### src/rtl/usft_defines.svh
`ifndef USFT_DEFINES_SVH
`define USFT_DEFINES_SVH

// ****************************************************************
// Register offsets
// ****************************************************************
`define USFT_ADDR_CTRL    8'h00
`define USFT_ADDR_FORMAT  8'h04
`define USFT_ADDR_BAUD    8'h08
`define USFT_ADDR_DATA    8'h0c
`define USFT_ADDR_STATUS  8'h10

// ****************************************************************
// Control fields
// ****************************************************************
`define USFT_CTRL_TXEN    0
`define USFT_CTRL_DBL     1
`define USFT_CTRL_SYNC    2
`define USFT_CTRL_POL     3
`define USFT_CTRL_MASTER  4
`define USFT_CTRL_BIT9    5
`define USFT_CTRL_RXEN    6
`define USFT_CTRL_W       7

// ****************************************************************
// Format fields
// ****************************************************************
`define USFT_FMT_SIZE_LO  0
`define USFT_FMT_PAR_LO   3
`define USFT_FMT_STOP     5
`define USFT_FMT_W        6
`define USFT_FMT_RESET    6'h03

// ****************************************************************
// Status fields
// ****************************************************************
`define USFT_STAT_DRE     0
`define USFT_STAT_TXC     1
`define USFT_STAT_RXC     2
`define USFT_STAT_FE      3

// ****************************************************************
// Timing counts
// ****************************************************************
`define USFT_OVS_NORMAL   4'hf
`define USFT_OVS_DOUBLE   4'h7
`define USFT_SIZE_NINE    3'h7

`endif

### src/rtl/usft_pkg.sv
package usft_pkg;

    typedef enum logic [5:0] {
        TX_IDLE  = 6'h01,
        TX_START = 6'h02,
        TX_DATA  = 6'h04,
        TX_PAR   = 6'h08,
        TX_STOP1 = 6'h10,
        TX_STOP2 = 6'h20
    } usft_tx_state_t;

    typedef enum logic [4:0] {
        RX_IDLE  = 5'h01,
        RX_START = 5'h02,
        RX_DATA  = 5'h04,
        RX_PAR   = 5'h08,
        RX_STOP  = 5'h10
    } usft_rx_state_t;

endpackage

### src/rtl/usft_baud_if.sv
`timescale 1ns/100ps
interface usft_baud_if #(parameter int DIV_W = 12);
    logic [DIV_W-1:0] divisor;
    logic             reload;
    logic             tick;
    modport gen  (input divisor, input reload, output tick);
    modport user (output divisor, output reload, input tick);
endinterface

### src/rtl/usft_baud.sv
`timescale 1ns/100ps
module usft_baud
    import usft_pkg::*;
#(
    parameter int DIV_W = 12
)(
    input  wire logic   pclk,
    input  wire logic   presetn,
    usft_baud_if.gen    bif
);

    logic [DIV_W-1:0] cnt_r;
    logic             tick_r;

    // ****************************************************************
    // Down-counter, reload at zero or on divisor write
    // ****************************************************************
    always_ff @(posedge pclk or negedge presetn)
    begin
        if (!presetn)
        begin
            cnt_r  <= '0;
            tick_r <= 1'b0;
        end
        else if (bif.reload)
        begin
            cnt_r  <= bif.divisor;
            tick_r <= 1'b0;
        end
        else if (cnt_r == '0)
        begin
            cnt_r  <= bif.divisor;
            tick_r <= 1'b1;
        end
        else
        begin
            cnt_r  <= cnt_r - 1'b1;
            tick_r <= 1'b0;
        end
    end

    assign bif.tick = tick_r;

    a_tick_period : assert property (@(posedge pclk) disable iff (!presetn)
        tick_r && !bif.reload && bif.divisor == '0 && !$past(bif.reload)
        |=> tick_r || bif.reload)
        else $error("Baud tick missing with zero divisor");

endmodule

### src/rtl/usft_top.sv
`timescale 1ns/100ps
`include "usft_defines.svh"

// How it works
// - Sync mode: clock pin input slave, output master
// - Sample on edge opposite to output change
// - Polarity picks change and sample edges
// - Thirty frame formats supported
// - Start, data LSB first, parity, stops
// - Next frame follows directly or line idles high
// - One format setting shared by both directions
// - Size, parity and stop fields select format
// - Only first stop bit checked for error
// - Parity is data xor, odd inverts
// - Enabled transmitter owns serial output pin
// - Sync transmitter uses transfer clock pin
// - Data write fills buffer, moves when idle or at frame end
// - Frame sent at baud or transfer clock rate
// - Unused high data bits ignored
// - Size code 7 means nine bits
// - Parity only when upper mode bit set
// - Baud counter reloads at zero or write
// - Empty flag tracks transmit buffer
module usft_top
    import usft_pkg::*;
#(
    parameter int DIV_W  = 12,
    parameter int ADDR_W = 8
)(
    input  wire logic              pclk,
    input  wire logic              presetn,
    input  wire logic              psel,
    input  wire logic              penable,
    input  wire logic              pwrite,
    input  wire logic [ADDR_W-1:0] paddr,
    input  wire logic [31:0]       pwdata,
    output logic                   pready,
    output logic      [31:0]       prdata,
    output logic                   pslverr,
    input  wire logic              rxd,
    output logic                   txd,
    output logic                   txd_oe,
    input  wire logic              transfer_clock_pin_i,
    output logic                   transfer_clock_pin_o,
    output logic                   transfer_clock_pin_oe
);

    if (DIV_W < 1 || DIV_W > 16) begin : g_chk_div
        $error("DIV_W out of range");
    end
    if (ADDR_W < 5 || ADDR_W > 32) begin : g_chk_addr
        $error("ADDR_W out of range");
    end

    // ****************************************************************
    // Helpers
    // ****************************************************************
    function automatic logic [3:0] data_bits(input logic [2:0] size);
        data_bits = (size == `USFT_SIZE_NINE) ? 4'h9
                  : {1'b0, size} + 4'h5;
    endfunction

    function automatic logic [8:0] data_mask(input logic [2:0] size);
        data_mask = 9'h1ff >> (4'h9 - data_bits(size));
    endfunction

    logic                       pready_r, pslverr_r;
    logic [31:0]                prdata_r;
    logic [`USFT_CTRL_W-1:0]    ctrl_r;
    logic [`USFT_FMT_W-1:0]     fmt_r;
    logic [DIV_W-1:0]           baud_r;
    logic [8:0]                 txbuf_r;
    logic                       txbuf_full_r, txc_r;
    logic [8:0]                 rxdata_r;
    logic                       rxc_r, fe_r;
    logic                       wr_en, rd_en;
    logic                       rxd_s1, rxd_s2, xck_s1, xck_s2, xck_s3;
    logic                       xck_r, txd_r, txd_oe_r, xck_oe_r;
    logic                       rise, fall, chg_edge, smp_edge;
    logic [3:0]                 tx_div_r, rx_cnt_r, ovs;
    logic                       tx_step, rx_tick;
    usft_tx_state_t             tx_st_r;
    usft_rx_state_t             rx_st_r;
    logic [8:0]                 tx_sh_r, rx_sh_r;
    logic [3:0]                 tx_idx_r, rx_idx_r;
    logic                       tx_par_r, tx_load, tx_done, rx_done, rx_fe;

    wire        sync_mode_select = ctrl_r[`USFT_CTRL_SYNC];
    wire        clock_polarity   = ctrl_r[`USFT_CTRL_POL];
    wire        transmit_enable  = ctrl_r[`USFT_CTRL_TXEN];
    wire        double_speed     = ctrl_r[`USFT_CTRL_DBL];
    wire        master           = ctrl_r[`USFT_CTRL_MASTER];
    wire [2:0]  character_size   = fmt_r[`USFT_FMT_SIZE_LO +: 3];
    wire [1:0]  parity_mode      = fmt_r[`USFT_FMT_PAR_LO +: 2];
    wire        stop_bit_select  = fmt_r[`USFT_FMT_STOP];
    wire [3:0]  nbits            = data_bits(character_size);

    usft_baud_if #(.DIV_W(DIV_W)) bif ();

    usft_baud #(.DIV_W(DIV_W)) u_baud (
        .pclk    (pclk),
        .presetn (presetn),
        .bif     (bif)
    );

    // ****************************************************************
    // APB slave
    // ****************************************************************
    assign wr_en = psel && penable && pready_r && pwrite;
    assign rd_en = psel && penable && pready_r && !pwrite;
    assign bif.divisor = baud_r;
    assign bif.reload  = wr_en && paddr == `USFT_ADDR_BAUD;

    always_ff @(posedge pclk or negedge presetn)
    begin
        if (!presetn)
        begin
            pready_r  <= 1'b0;
            pslverr_r <= 1'b0;
            prdata_r  <= 32'h0;
        end
        else
        begin
            pready_r  <= psel && penable && !pready_r;
            pslverr_r <= 1'b0;
            prdata_r  <= 32'h0;
            if (psel && penable && !pready_r)
            begin
                case (paddr)
                    `USFT_ADDR_CTRL:   prdata_r <= 32'(ctrl_r);
                    `USFT_ADDR_FORMAT: prdata_r <= 32'(fmt_r);
                    `USFT_ADDR_BAUD:   prdata_r <= 32'(baud_r);
                    `USFT_ADDR_DATA:   prdata_r <= 32'(rxdata_r);
                    `USFT_ADDR_STATUS: prdata_r <= {28'h0, fe_r, rxc_r, txc_r, !txbuf_full_r};
                    default:           pslverr_r <= 1'b1;
                endcase
            end
        end
    end

    always_ff @(posedge pclk or negedge presetn)
    begin
        if (!presetn)
        begin
            ctrl_r <= '0;
            fmt_r  <= `USFT_FMT_RESET;
            baud_r <= '0;
        end
        else if (wr_en)
        begin
            if (paddr == `USFT_ADDR_CTRL)
                ctrl_r <= pwdata[`USFT_CTRL_W-1:0];
            if (paddr == `USFT_ADDR_FORMAT)
                fmt_r <= pwdata[`USFT_FMT_W-1:0];
            if (paddr == `USFT_ADDR_BAUD)
                baud_r <= pwdata[DIV_W-1:0];
        end
    end

    // Transmit buffer and empty flag
    always_ff @(posedge pclk or negedge presetn)
    begin
        if (!presetn)
        begin
            txbuf_r      <= 9'h0;
            txbuf_full_r <= 1'b0;
        end
        else if (wr_en && paddr == `USFT_ADDR_DATA)
        begin
            txbuf_r      <= {ctrl_r[`USFT_CTRL_BIT9], pwdata[7:0]};
            txbuf_full_r <= 1'b1;
        end
        else if (tx_load)
            txbuf_full_r <= 1'b0;
    end

    // Status flags, hardware set wins over software clear
    always_ff @(posedge pclk or negedge presetn)
    begin
        if (!presetn)
        begin
            txc_r    <= 1'b0;
            rxc_r    <= 1'b0;
            fe_r     <= 1'b0;
            rxdata_r <= 9'h0;
        end
        else
        begin
            if (tx_done && !txbuf_full_r)
                txc_r <= 1'b1;
            else if (wr_en && paddr == `USFT_ADDR_STATUS && pwdata[`USFT_STAT_TXC])
                txc_r <= 1'b0;
            if (rx_done)
            begin
                rxc_r    <= 1'b1;
                fe_r     <= rx_fe;
                rxdata_r <= rx_sh_r & data_mask(character_size);
            end
            else if (rd_en && paddr == `USFT_ADDR_DATA)
                rxc_r <= 1'b0;
        end
    end

    // ****************************************************************
    // Pin synchronisers and clock edges
    // ****************************************************************
    always_ff @(posedge pclk or negedge presetn)
    begin
        if (!presetn)
        begin
            rxd_s1 <= 1'b1;
            rxd_s2 <= 1'b1;
            xck_s1 <= 1'b0;
            xck_s2 <= 1'b0;
            xck_s3 <= 1'b0;
        end
        else
        begin
            rxd_s1 <= rxd;
            rxd_s2 <= rxd_s1;
            xck_s1 <= transfer_clock_pin_i;
            xck_s2 <= xck_s1;
            xck_s3 <= xck_s2;
        end
    end

    // Master clock: baud tick toggles the pin
    always_ff @(posedge pclk or negedge presetn)
    begin
        if (!presetn)
        begin
            xck_r    <= 1'b0;
            xck_oe_r <= 1'b0;
        end
        else
        begin
            xck_oe_r <= sync_mode_select && master;
            if (sync_mode_select && master && bif.tick)
                xck_r <= !xck_r;
            else if (!(sync_mode_select && master))
                xck_r <= clock_polarity;
        end
    end

    assign rise = master ? (bif.tick && !xck_r) : (xck_s2 && !xck_s3);
    assign fall = master ? (bif.tick && xck_r) : (!xck_s2 && xck_s3);
    assign chg_edge = clock_polarity ? fall : rise;
    assign smp_edge = clock_polarity ? rise : fall;
    assign ovs = double_speed ? `USFT_OVS_DOUBLE : `USFT_OVS_NORMAL;
    assign tx_step = sync_mode_select ? chg_edge
                   : (bif.tick && tx_div_r == ovs);
    assign rx_tick = sync_mode_select ? smp_edge : (bif.tick && rx_cnt_r == 4'h0);

    always_ff @(posedge pclk or negedge presetn)
    begin
        if (!presetn)
            tx_div_r <= 4'h0;
        else if (bif.tick)
            tx_div_r <= (tx_div_r >= ovs) ? 4'h0 : tx_div_r + 4'h1;
    end

    // ****************************************************************
    // Transmitter
    // ****************************************************************
    assign tx_load = txbuf_full_r && transmit_enable && tx_step
                  && (tx_st_r == TX_IDLE || tx_done);
    assign tx_done = tx_step && ((tx_st_r == TX_STOP1 && !stop_bit_select)
                  || tx_st_r == TX_STOP2);

    always_ff @(posedge pclk or negedge presetn)
    begin
        if (!presetn)
        begin
            tx_st_r  <= TX_IDLE;
            tx_sh_r  <= 9'h0;
            tx_idx_r <= 4'h0;
            tx_par_r <= 1'b0;
            txd_r    <= 1'b1;
        end
        else if (tx_load)
        begin
            tx_st_r  <= TX_START;
            tx_sh_r  <= txbuf_r & data_mask(character_size);
            tx_par_r <= ^(txbuf_r & data_mask(character_size)) ^ parity_mode[0];
            tx_idx_r <= 4'h0;
            txd_r    <= 1'b0;
        end
        else if (tx_step)
        begin
            case (tx_st_r)
                TX_START, TX_DATA:
                begin
                    txd_r    <= tx_sh_r[0];
                    tx_sh_r  <= tx_sh_r >> 1;
                    tx_idx_r <= tx_idx_r + 4'h1;
                    tx_st_r  <= TX_DATA;
                    if (tx_st_r == TX_DATA && tx_idx_r == nbits)
                    begin
                        txd_r   <= parity_mode[1] ? tx_par_r : 1'b1;
                        tx_st_r <= parity_mode[1] ? TX_PAR : TX_STOP1;
                    end
                end
                TX_PAR:
                begin
                    txd_r   <= 1'b1;
                    tx_st_r <= TX_STOP1;
                end
                TX_STOP1:
                begin
                    txd_r   <= 1'b1;
                    tx_st_r <= stop_bit_select ? TX_STOP2 : TX_IDLE;
                end
                TX_STOP2:
                begin
                    txd_r   <= 1'b1;
                    tx_st_r <= TX_IDLE;
                end
                TX_IDLE:
                    txd_r <= 1'b1;
                default:
                    tx_st_r <= TX_IDLE;
            endcase
        end
    end

    always_ff @(posedge pclk or negedge presetn)
    begin
        if (!presetn)
            txd_oe_r <= 1'b0;
        else
            txd_oe_r <= transmit_enable || tx_st_r != TX_IDLE || txbuf_full_r;
    end

    // ****************************************************************
    // Receiver frame check
    // ****************************************************************
    assign rx_done = rx_tick && rx_st_r == RX_STOP;
    assign rx_fe   = !rxd_s2;

    always_ff @(posedge pclk or negedge presetn)
    begin
        if (!presetn)
        begin
            rx_st_r  <= RX_IDLE;
            rx_cnt_r <= 4'h0;
            rx_sh_r  <= 9'h0;
            rx_idx_r <= 4'h0;
        end
        else if (!ctrl_r[`USFT_CTRL_RXEN])
            rx_st_r <= RX_IDLE;
        else
        begin
            if (bif.tick && !sync_mode_select)
                rx_cnt_r <= (rx_cnt_r == 4'h0) ? ovs : rx_cnt_r - 4'h1;
            case (rx_st_r)
                RX_IDLE:
                    if (!rxd_s2 && (!sync_mode_select || smp_edge))
                    begin
                        rx_st_r  <= sync_mode_select ? RX_DATA : RX_START;
                        rx_cnt_r <= ovs >> 1;
                        rx_idx_r <= 4'h0;
                    end
                RX_START:
                    if (rx_tick)
                        rx_st_r <= rxd_s2 ? RX_IDLE : RX_DATA;
                RX_DATA:
                    if (rx_tick)
                    begin
                        rx_sh_r  <= {rxd_s2, rx_sh_r[8:1]};
                        rx_idx_r <= rx_idx_r + 4'h1;
                        if (rx_idx_r == nbits - 4'h1)
                        begin
                            rx_sh_r <= {rxd_s2, rx_sh_r[8:1]} >> (4'h9 - nbits);
                            rx_st_r <= parity_mode[1] ? RX_PAR : RX_STOP;
                        end
                    end
                RX_PAR:
                    if (rx_tick)
                        rx_st_r <= RX_STOP;
                RX_STOP:
                    if (rx_tick)
                        rx_st_r <= RX_IDLE;
                default:
                    rx_st_r <= RX_IDLE;
            endcase
        end
    end

    // ****************************************************************
    // Outputs
    // ****************************************************************
    assign pready                = pready_r;
    assign prdata                = prdata_r;
    assign pslverr               = pslverr_r;
    assign txd                   = txd_r;
    assign txd_oe                = txd_oe_r;
    assign transfer_clock_pin_o  = xck_r;
    assign transfer_clock_pin_oe = xck_oe_r;

    // ****************************************************************
    // Checks
    // ****************************************************************
    a_start_low : assert property (@(posedge pclk) disable iff (!presetn)
        tx_load |=> !txd_r && tx_st_r == TX_START)
        else $error("Start bit not driven low");
    a_stop_high : assert property (@(posedge pclk) disable iff (!presetn)
        tx_st_r == TX_STOP1 || tx_st_r == TX_STOP2 |-> txd_r)
        else $error("Stop bit not high");
    a_idle_high : assert property (@(posedge pclk) disable iff (!presetn)
        tx_st_r == TX_IDLE && $past(tx_st_r) == TX_IDLE |-> txd_r)
        else $error("Idle line not high");
    a_dre_clear : assert property (@(posedge pclk) disable iff (!presetn)
        wr_en && paddr == `USFT_ADDR_DATA |=> txbuf_full_r)
        else $error("Empty flag not cleared on write");
    a_pin_owned : assert property (@(posedge pclk) disable iff (!presetn)
        $past(transmit_enable) |-> txd_oe_r)
        else $error("Serial output not driven");
    a_master_clk : assert property (@(posedge pclk) disable iff (!presetn)
        $past(sync_mode_select && master) |-> xck_oe_r)
        else $error("Master clock pin not driven");
    a_par_order : assert property (@(posedge pclk) disable iff (!presetn)
        tx_st_r == TX_PAR |-> parity_mode[1] && txd_r == tx_par_r)
        else $error("Parity bit wrong");
    a_sync_step : assert property (@(posedge pclk) disable iff (!presetn)
        sync_mode_select && tx_step |-> !smp_edge)
        else $error("Change and sample on same edge");
    a_txc_set : assert property (@(posedge pclk) disable iff (!presetn)
        tx_done && !txbuf_full_r |=> txc_r)
        else $error("Complete flag not set");

    c_frame : cover property (@(posedge pclk) tx_done);
    c_back2back : cover property (@(posedge pclk) tx_done && tx_load);
    c_rx_frame : cover property (@(posedge pclk) rx_done && !rx_fe);
    c_fe : cover property (@(posedge pclk) rx_done && rx_fe);

endmodule

### config.mk
export PLATFORM = sky130hd
export DESIGN_NAME = usft_top
export DESIGN_NICKNAME = d
export VERILOG_FILES = /design/src/rtl/usft_pkg.sv /design/src/rtl/usft_baud_if.sv /design/src/rtl/usft_baud.sv /design/src/rtl/usft_top.sv
export VERILOG_INCLUDE_DIRS = /design/src /design/src/rtl
export SDC_FILE = /design/constraint.sdc
export NUM_CORES = 1
export LEC_CHECK = 0
export ABC_CLOCK_PERIOD_IN_PS = 7960
export CORE_MARGIN = 2
export CORE_UTILIZATION = 50
export CTS_CLUSTER_SIZE = 12
export DETAILED_ROUTE_END_ITERATION = 6
export DONT_BUFFER_PORTS = 1
export SETUP_SLACK_MARGIN = 0.3
export SLEW_MARGIN = 10
export SYNTH_ARGS = -nofsm -noshare
export SYNTH_HDL_FRONTEND = slang
export SYNTH_SLANG_ARGS = --single-unit
### constraint.sdc
create_clock -name pclk -period 7.96 [get_ports pclk]
set_clock_uncertainty 0.1 [all_clocks]
set_input_delay 0.398 -clock pclk [delete_from_list [all_inputs] [get_ports pclk]]
set_output_delay 0.398 -clock pclk [all_outputs]
set_load 0.01 [all_outputs]
==> results of run 1 <==
==> stage by stage <==
step	hold slack (ps)	total power, mW	setup slack, ps
5_1_grt	6.373	1.705	3726
2_1_floorplan	2.409	0.8600	5042
4_1_cts	9.238	1.644	4017
6_report	21.45	1.632	3988
3_3_place_gp	5.091	0.8705	4055
3_5_place_dp	5.076	0.8793	4037
==> layout by cell type, fill, tap and decap left out, types with 10 or more instances in the layout <==
| master | n |
|---|---|
| a21oi_1 | 31 |
| mux2_2 | 35 |
| nor3_1 | 14 |
| o22a_1 | 10 |
| nand3_1 | 19 |
| nand2_1 | 81 |
| dfrtp_1 | 122 |
| clkbuf_16 | 17 |
| nor2_1 | 47 |
| conb_1 | 20 |
| mux2i_1 | 13 |
| nor2b_1 | 10 |
| nand2b_1 | 10 |
| ha_1 | 15 |
| xnor2_1 | 18 |
| inv_1 | 28 |
| o21ai_0 | 56 |
==> per-layer routing <==
layer	up-vias	track usage
met4	0	0.08989
li1	2544	-
met3	23	0.05034
met1	2643	0.3218
met2	130	0.3510
met5	-	0
==> where the power goes <==
part           switching (mW)  internal [mW]
registers              0.0384          0.700
logic                  0.0815         0.0646
clock network           0.299          0.448
==> sequential cells by signal, summed over array words and instances, names as in the netlist, 7 cells and up <==
name / count
baud_r: 12
prdata: 12
u_baud.cnt_r: 12
rx_sh_r: 9
rxdata_r: 9
tx_sh_r: 9
txbuf_r: 9
ctrl_r: 7
==> worst paths after layout <==
check	from	endpoint	slack, ps	depth (start not counted)
max in group asynchronous	presetn	rx_sh_r[6]	6760	2
min	pwdata[2]	fmt_r[2]	20	1
max reg2reg	fmt_r[0]	tx_par_r	3990	10
min reg2reg	rxd_s1	rxd_s2	260	0
min in group asynchronous	presetn	tx_div_r[1]	510	2
max	fmt_r[0]	tx_par_r	3990	10
==> what timing repair did <==
item | in CTS | in global routing
resized for setup | 0 | 0
endpoints found under the hold margin | 135 | 0
hold buffers | 6 | 0
==> cell families after synthesis <==
logic type                 Yosys count  share of synthesized area
adders and majority gates           15                    0.02596
and+or+nand+nor                    246                     0.1736
DFF                                129                     0.4477
other                                1                  0.0005187
AOI/OAI and AO/OA                  167                     0.1552
muxes                               54                    0.09121
xor gates and xnor gates            30                    0.04206
buffers and inverters               91                    0.06369
==> cell type report <==
class	count	share of cell area
multi-input combinational	532	0.4604
inverter	28	0.01343
tap	180	0.02877
clock buffer	21	0.05882
sequential	129	0.4135
timing repair buffer	8	0.01183
clock inverter	11	0.01327
==> worst max-delay path, delay by kind of cell, from the launching register on <==
kind,cells,cell delay [ps]
multiplexers,1,280
flip-flops,1,720
AND/OR/NAND/NOR,1,130
AO/OA/AOI/OAI,2,660
XOR/XNOR,3,670
adder cells (fa/ha/maj),3,1280
==> impl_metrics.yaml, run 1 <==
status:
  status: "finished, final reports clean"
sta:
  finalSetupViolCount: 0
  rsz0062_at_grt: "false"
  tns_ps: 0
  final_max_slew_viol_count: 0
  fmax_mhz: 251.8
  period_needed_ps: 3972
  worst_pin_slew_ps: 948.8
  relSlewSlack: 0.3674
  hold_violations: 0
  finalCritPeriodShare: 0.4990
drt:
  wl_met2_mm: 8.012
  viasPerCell: 5.875
  top_layer: "met4"
  dr.pass1.iters: 5
  wl_per_cell_microns: 18.99
  route.antenna.remaining_nets: 0
  drt-initial-drc-count: 309
  vias: 5340
  drc_errors: 0
  wl_met3_microns: 754
  drt_wl_total_mm: 17.26
  met1Wirelength_mm: 8.155
layout:
  nets: 778
  seq_area_sq_um: 3237
  drive_gt1_frac: 0.1317
  fill_cells: 1253
  fin_cells: 909
  area_growth_pct: 8.273
  stdcell_area_sq_um: 7828
  insertedDiodeCount: 0
  multi_input_area_sq_um: 3603
  fin_util: 0.5596
clocking:
  root_buffer: "clkbuf_16"
  cts.sinks: 129
  tritoncts: "built"
  clkSlewWorstSetupHoldPaths_ps: 60
  numCtsBuffers: 17
  h-tree-depth: 4
  cts_setup_buffers: 0
  clockBufferDepth: 2
  clock_latency_ps: 420
setup_path:
  critPathMaxFanout: 20
  cpPeakStageDelay_ps: 720
  path_cells: "ha_1 -> a21bo_1 -> ha_1 -> ha_1 -> a21oi_1 -> nand2_1 -> xnor3_1 -> xnor2_1 -> xnor2_1 -> mux2_2"
  critPathSlowestCell: "dfstp_2"
  cp-end-kind: "flop"
  cp-start-kind: "flop"
  path_class: "reg -> reg"
  crit_required_ps: 8160
  cp.arrival_ps: 4180
  cpMostUsedCell: "ha_1"
grt:
  grt_util_all_layers: 0.2301
  grt-ovfl-total: 0
  grt_pass1_wl_mm: 28.17
  antenna_found_initial: 0
  grt_pass1_vias: 5290
  grt_max_degree: 130
power_and_ir_drop:
  power_density_nw_per_um2: 208.5
  p_leak_nw: 3.532
  vdd_drop_max_v: 0.0001708
synthesis:
  synthCells: 733
  async_reset_ff_frac: 1.000
  synth_edf_count: 0
  synthTopCellsByArea: "dfrtp_1, mux2_2, nand2_1"
  ys_seq_area_frac: 0.4477
  synth_ff_type: "dfrtp_1"
  synthTopCellsByCount: "dfrtp_1, nand2_1, o21ai_0"
  syn-mean-instance-area_sq_um: 9.863
  yosys.area.top_type: "dfrtp_1"
  synth_area_sq_um: 7229
  yosysMostFrequentCell: "dfrtp_1"
  ys_seq_elements: 129
  synth_top_area_share: 0.4223
  ys_types: 77
  ys_warn_count: 0
die:
  rows: 43
  initial_core_util: 0.5168
  die_w_microns: 124.2
  chipHeight_microns: 124.2
  fp.coreArea_sq_um: 13990
  io_pins: 85
  die_area_sq_um: 15440
placement:
  dpl.hpwl_mm: 12.10
  placed_area_sq_um: 7186
  placed_cells: 871
  port_buffers: 0
  finalWeightedCongestion: 0.8776
worst_hold_path:
  hold_path_class: "in -> reg"
run:
  maxCapViolCount: 0
Power figures use the tool's default switching activity.
==> run 2: changes to the inputs <==
--- a/config.mk
+++ b/config.mk
@@ -6,7 +6,7 @@
 export SDC_FILE = /design/constraint.sdc
 export NUM_CORES = 1
 export LEC_CHECK = 0
-export ABC_CLOCK_PERIOD_IN_PS = 7960
+export ABC_CLOCK_PERIOD_IN_PS = 3700
 export CORE_MARGIN = 2
 export CORE_UTILIZATION = 50
 export CTS_CLUSTER_SIZE = 12
==> constraint.sdc (replaced) <==
create_clock -name pclk -period 3.7 [get_ports pclk]
set_clock_uncertainty 0.1 [all_clocks]
set_input_delay 0.185 -clock pclk [delete_from_list [all_inputs] [get_ports pclk]]
set_output_delay 0.185 -clock pclk [all_outputs]
set_load 0.01 [all_outputs]
==> run 2 against run 1 <==
  * Routed wire length increased by 3.2%
  * Critical path depth unchanged
  * Cell area increased by 3.5%
  * Die area unchanged
  * Global-route usage increased by 0.32 points
  * Critical path type unchanged
==> impl_metrics.yaml, run 2 (synthesis gave the netlist of run 1 again) <==
power_and_ir_drop:
  power_density_nw_per_um2: 445.9
  p_leak_nw: 3.664
  combinationalPowerShare: 0.093
  p_int_mw: 2.677
  clock_power_share: 0.467
  seqPwrFrac: 0.440
  p_sw_mw: 0.9357
  vdd_drop_max_v: 0.0005054
  swShare: 0.2590
layout:
  insertedDiodeCount: 0
  drive_gt1_frac: 0.1444
  layout_common_cells: "dfrtp_1, nand2_1, o21ai_0, nor2_1, mux2_2"
  area_growth_pct: 12.06
  fill_cells: 1188
  fin_util: 0.5792
  final_common_cell: "dfrtp_1"
  seq_area_sq_um: 3237
  multi_input_area_sq_um: 3608
  nets: 804
  fin_cells: 935
grt:
  antenna_found_initial: 0
  grt_util_all_layers: 0.2333
  grt_pass1_vias: 5280
  grt-ovfl-total: 0
  grt_max_degree: 130
  grt_pass1_wl_mm: 28.59
worst_hold_path:
  hold_path_class: "in -> reg"
drt:
  dr.pass1.iters: 5
  drt-initial-drc-count: 453
  drc_errors: 0
  drt_wl_total_mm: 17.82
  route.antenna.remaining_nets: 0
  wl_per_cell_microns: 19.06
  vias: 5571
  viasPerCell: 5.958
clocking:
  cts.sinks: 129
  clock_latency_ps: 420
  clkSlewWorstSetupHoldPaths_ps: 60
  clockBufferDepth: 2
  cts_setup_buffers: 0
  h-tree-depth: 4
  tritoncts: "built"
  root_buffer: "clkbuf_16"
  numCtsBuffers: 17
die:
  io_pins: 85
  fp.coreArea_sq_um: 13990
  chipHeight_microns: 124.2
  rows: 43
  initial_core_util: 0.5168
  die_w_microns: 124.2
  die_area_sq_um: 15440
sta:
  finalSetupViolCount: 0
  fmax_mhz: 307.9
  tns_ps: 0
  fin_ws_ps: 452.5
  worst_pin_slew_ps: 997.7
  rsz0062_at_grt: "false"
  hold_violations: 0
  final_max_slew_viol_count: 0
  finalCritPeriodShare: 0.8777
  period_needed_ps: 3247
  relSlewSlack: 0.3348
  holdWs_ps: 16.51
placement:
  dpl.hpwl_mm: 12.27
  finalWeightedCongestion: 0.9143
  port_buffers: 0
  dp_slack_ps: 442.7
  placed_cells: 879
setup_path:
  crit_required_ps: 3900
  critPathMaxFanout: 7
  cp-end-kind: "flop"
  cp-start-kind: "flop"
  cp.arrival_ps: 3450
  path_class: "reg -> reg"
run:
  maxCapViolCount: 0
status:
  status: "finished, final reports clean"
[run 2: changes by cell type in the layout (fill, tap and decap cells not counted), sizes merged]
cell / delta
buf: +8
bufinv: +1
clkbuf: -3
dlygate4sd3: +18
inv: +2
[run 2: cell type report]
cell class / count / share of cell area
Multi-Input combinational cell: 532 / 0.4454
Sequential cell: 129 / 0.3995
Clock buffer: 18 / 0.05421
Timing Repair Buffer: 34 / 0.04108
Tap cell: 180 / 0.02780
Clock inverter: 14 / 0.01900
Inverter: 28 / 0.01297
[run 2: worst max-delay path, cell delays in order (launching register included)]
cell and delay [ps]:
dfstp_2 620, ha_2 310, a21bo_2 270, ha_1 210
ha_1 320, nor2_1 220, nand2_1 110, xnor3_1 400
xnor2_1 210, xnor2_1 100, mux2_2 260
[run 2: worst paths after layout]
kind,from,end,slack [ps],cells after the start
min in group asynchronous,presetn,tx_div_r[1],330,2
worst max register to register,fmt_r[1],tx_par_r,450,10
worst min register to register,rxd_s1,rxd_s2,260,0
worst max-delay path,fmt_r[1],tx_par_r,450,10
max in group asynchronous,presetn,tx_st_r[5],2710,2
worst min-delay path,paddr[3],prdata[2],20,3
[run 2: repair_timing]
| item | in CTS | in global routing |
|---|---|---|
| endpoints found under the hold margin | 176 | 0 |
| resized for setup | 0 | 3 |
| setup endpoints to repair | 0 | 1 |
| hold buffers | 24 | 0 |
[run 2: layer usage]
layer | share of wire | routed length (microns) | global-route usage
met5 | 0 | 0 | 0
met4 | 0.018 | 316 | 0.06874
met3 | 0.055 | 984 | 0.05852
met2 | 0.46 | 8268 | 0.3578
met1 | 0.46 | 8250 | 0.3293
[run 2: power by group through the flow]
stage	sequential, mW	clock (mW)	combinational, mW
detailed placement	1.61	0	0.281
global route	1.60	1.79	0.385
global placement	1.61	0	0.267
finish	1.59	1.69	0.336
CTS	1.59	1.72	0.340
floorplan	1.59	0	0.261
[run 2: stage by stage]
step                      instance area, sq um  power, mW
after floorplan                           7301      1.850
after detailed placement                  7246      1.893
after CTS                                 8097      3.650
after global placement                    7246      1.874
after global routing                      8102      3.781
final                                     8102      3.613
==> run 3: changes to the inputs <==
--- a/config.mk
+++ b/config.mk
@@ -7,7 +7,6 @@
 export NUM_CORES = 1
 export LEC_CHECK = 0
 export ABC_CLOCK_PERIOD_IN_PS = 3700
-export CORE_MARGIN = 2
 export CORE_UTILIZATION = 50
 export CTS_CLUSTER_SIZE = 12
 export DETAILED_ROUTE_END_ITERATION = 6
==> run 3 against run 2 <==
  * Combinational power hardly changed
  * Cell area up 0.29%
  * Core utilization grew 0.17 points
  * Critical path type unchanged
  * Critical endpoint unchanged
==> impl_metrics.yaml, run 3 (synthesis gave the netlist of run 1 again) <==
sta:
  fin_ws_ps: 593.2
  worst_pin_slew_ps: 1020
  relSlewSlack: 0.3202
  hold_violations: 0
  finalSetupViolCount: 0
  tns_ps: 0
  finalCritPeriodShare: 0.8397
  final_max_slew_viol_count: 0
  rsz0062_at_grt: "false"
  fmax_mhz: 321.9
  period_needed_ps: 3107
clocking:
  clock_latency_ps: 430
  cts.sinks: 129
  tritoncts: "built"
  cts_setup_buffers: 0
  h-tree-depth: 4
  root_buffer: "clkbuf_16"
  numCtsBuffers: 17
  clockBufferDepth: 2
  clkSlewWorstSetupHoldPaths_ps: 60
setup_path:
  path_class: "reg -> reg"
  cpPeakStageDelay_ps: 610
  path_cells: "ha_1 -> a21bo_1 -> ha_1 -> ha_1 -> inv_1 -> o21ai_0 -> mux2i_1 -> xnor2_1 -> xnor2_1 -> mux2_2"
  cp-end-kind: "flop"
  cp.arrival_ps: 3320
  crit_required_ps: 3910
  critPathMaxFanout: 11
  cp-start-kind: "flop"
  critPathSlowestCell: "dfstp_2"
  cpMostUsedCell: "ha_1"
die:
  fp.coreArea_sq_um: 13990
  chipHeight_microns: 122.2
  die_area_sq_um: 14940
  rows: 43
  initial_core_util: 0.5168
  die_w_microns: 122.2
  io_pins: 85
drt:
  vias: 5549
  dr.pass1.iters: 4
  route.antenna.remaining_nets: 0
  drc_errors: 0
  viasPerCell: 5.903
  drt-initial-drc-count: 338
  drt_wl_total_mm: 17.84
  wl_per_cell_microns: 18.98
grt:
  grt_max_degree: 130
  grt-ovfl-total: 0
  grt_pass1_vias: 5394
  grt_util_all_layers: 0.2572
  grt_pass1_wl_mm: 28.72
  antenna_found_initial: 0
power_and_ir_drop:
  power_density_nw_per_um2: 436.7
  vdd_drop_max_v: 0.0004020
  p_leak_nw: 3.676
  power_mw: 3.549
status:
  status: "finished, final reports clean"
layout:
  area_growth_pct: 12.39
  drive_gt1_frac: 0.1434
  fin_util: 0.5809
  final_common_cell: "dfrtp_1"
  fill_cells: 1243
  layout_common_cells: "dfrtp_1, nand2_1, o21ai_0, nor2_1, mux2_2"
  insertedDiodeCount: 0
  nets: 809
placement:
  port_buffers: 0
  finalWeightedCongestion: 0.8437
  dpl.hpwl_mm: 12.33
  dp_slack_ps: 470.0
run:
  maxCapViolCount: 0
worst_hold_path:
  hold_path_class: "in -> reg"
## run 3: critical path, delay by kind of cell (launching register included)
family	cells	cell delay (ps)
flip-flops	1	610
multiplexers	2	410
buffers and inverters	1	230
XOR/XNOR	2	300
AO/OA/AOI/OAI	2	540
adder cells (fa/ha/maj)	3	810
## run 3: repair_timing
item | CTS | global route
gates resized for setup | 0 | 1
endpoints found under the setup margin | 0 | 1
endpoints found under the hold margin | 179 | 0
hold buffers | 27 | 0
## run 3: power by group
| group | internal, mW | switching (mW) | leakage (nW) |
|---|---|---|---|
| logic | 0.151 | 0.184 | 1.69 |
| registers | 1.51 | 0.0814 | 1.71 |
| clock network | 0.942 | 0.684 | 0.276 |
| total | 2.60 | 0.950 | 3.68 |
## run 3: worst paths after layout
path	start	end	slack, ps	depth (start not counted)
max	fmt_r[1]	tx_par_r	590	10
min	paddr[3]	prdata[4]	30	2
max reg2reg	fmt_r[1]	tx_par_r	590	10
min reg2reg	rxd_s1	rxd_s2	260	0
max in group asynchronous	presetn	u_baud.cnt_r[5]	2700	2
min in group asynchronous	presetn	transfer_clock_pin_o	360	2
## run 3: final cells by class
class | count | area, sq um | share of cell area
multi-input combinational | 532 | 3606 | 0.4438
sequential | 129 | 3237 | 0.3984
clock buffer | 17 | 425.4 | 0.05236
timing repair buffer | 39 | 377.9 | 0.04650
tap | 180 | 225.2 | 0.02772
clock inverter | 15 | 148.9 | 0.01832
inverter | 28 | 105.1 | 0.01294
## run 3: stage by stage
stage          area, sq um  instances  hold WS, ps
2_1_floorplan         7301        752       -210.6
3_3_place_gp          7261        881       -207.9
3_5_place_dp          7261        881       -207.3
4_1_cts               8123        940        11.27
5_1_grt               8125        940        15.45
6_report              8125        940        26.51
## run 3: layer usage
metal  track usage  part of all wire
met1        0.3471              0.46
met3       0.06506             0.047
met5             0                 0
met4       0.08537             0.017
met2        0.4041              0.48
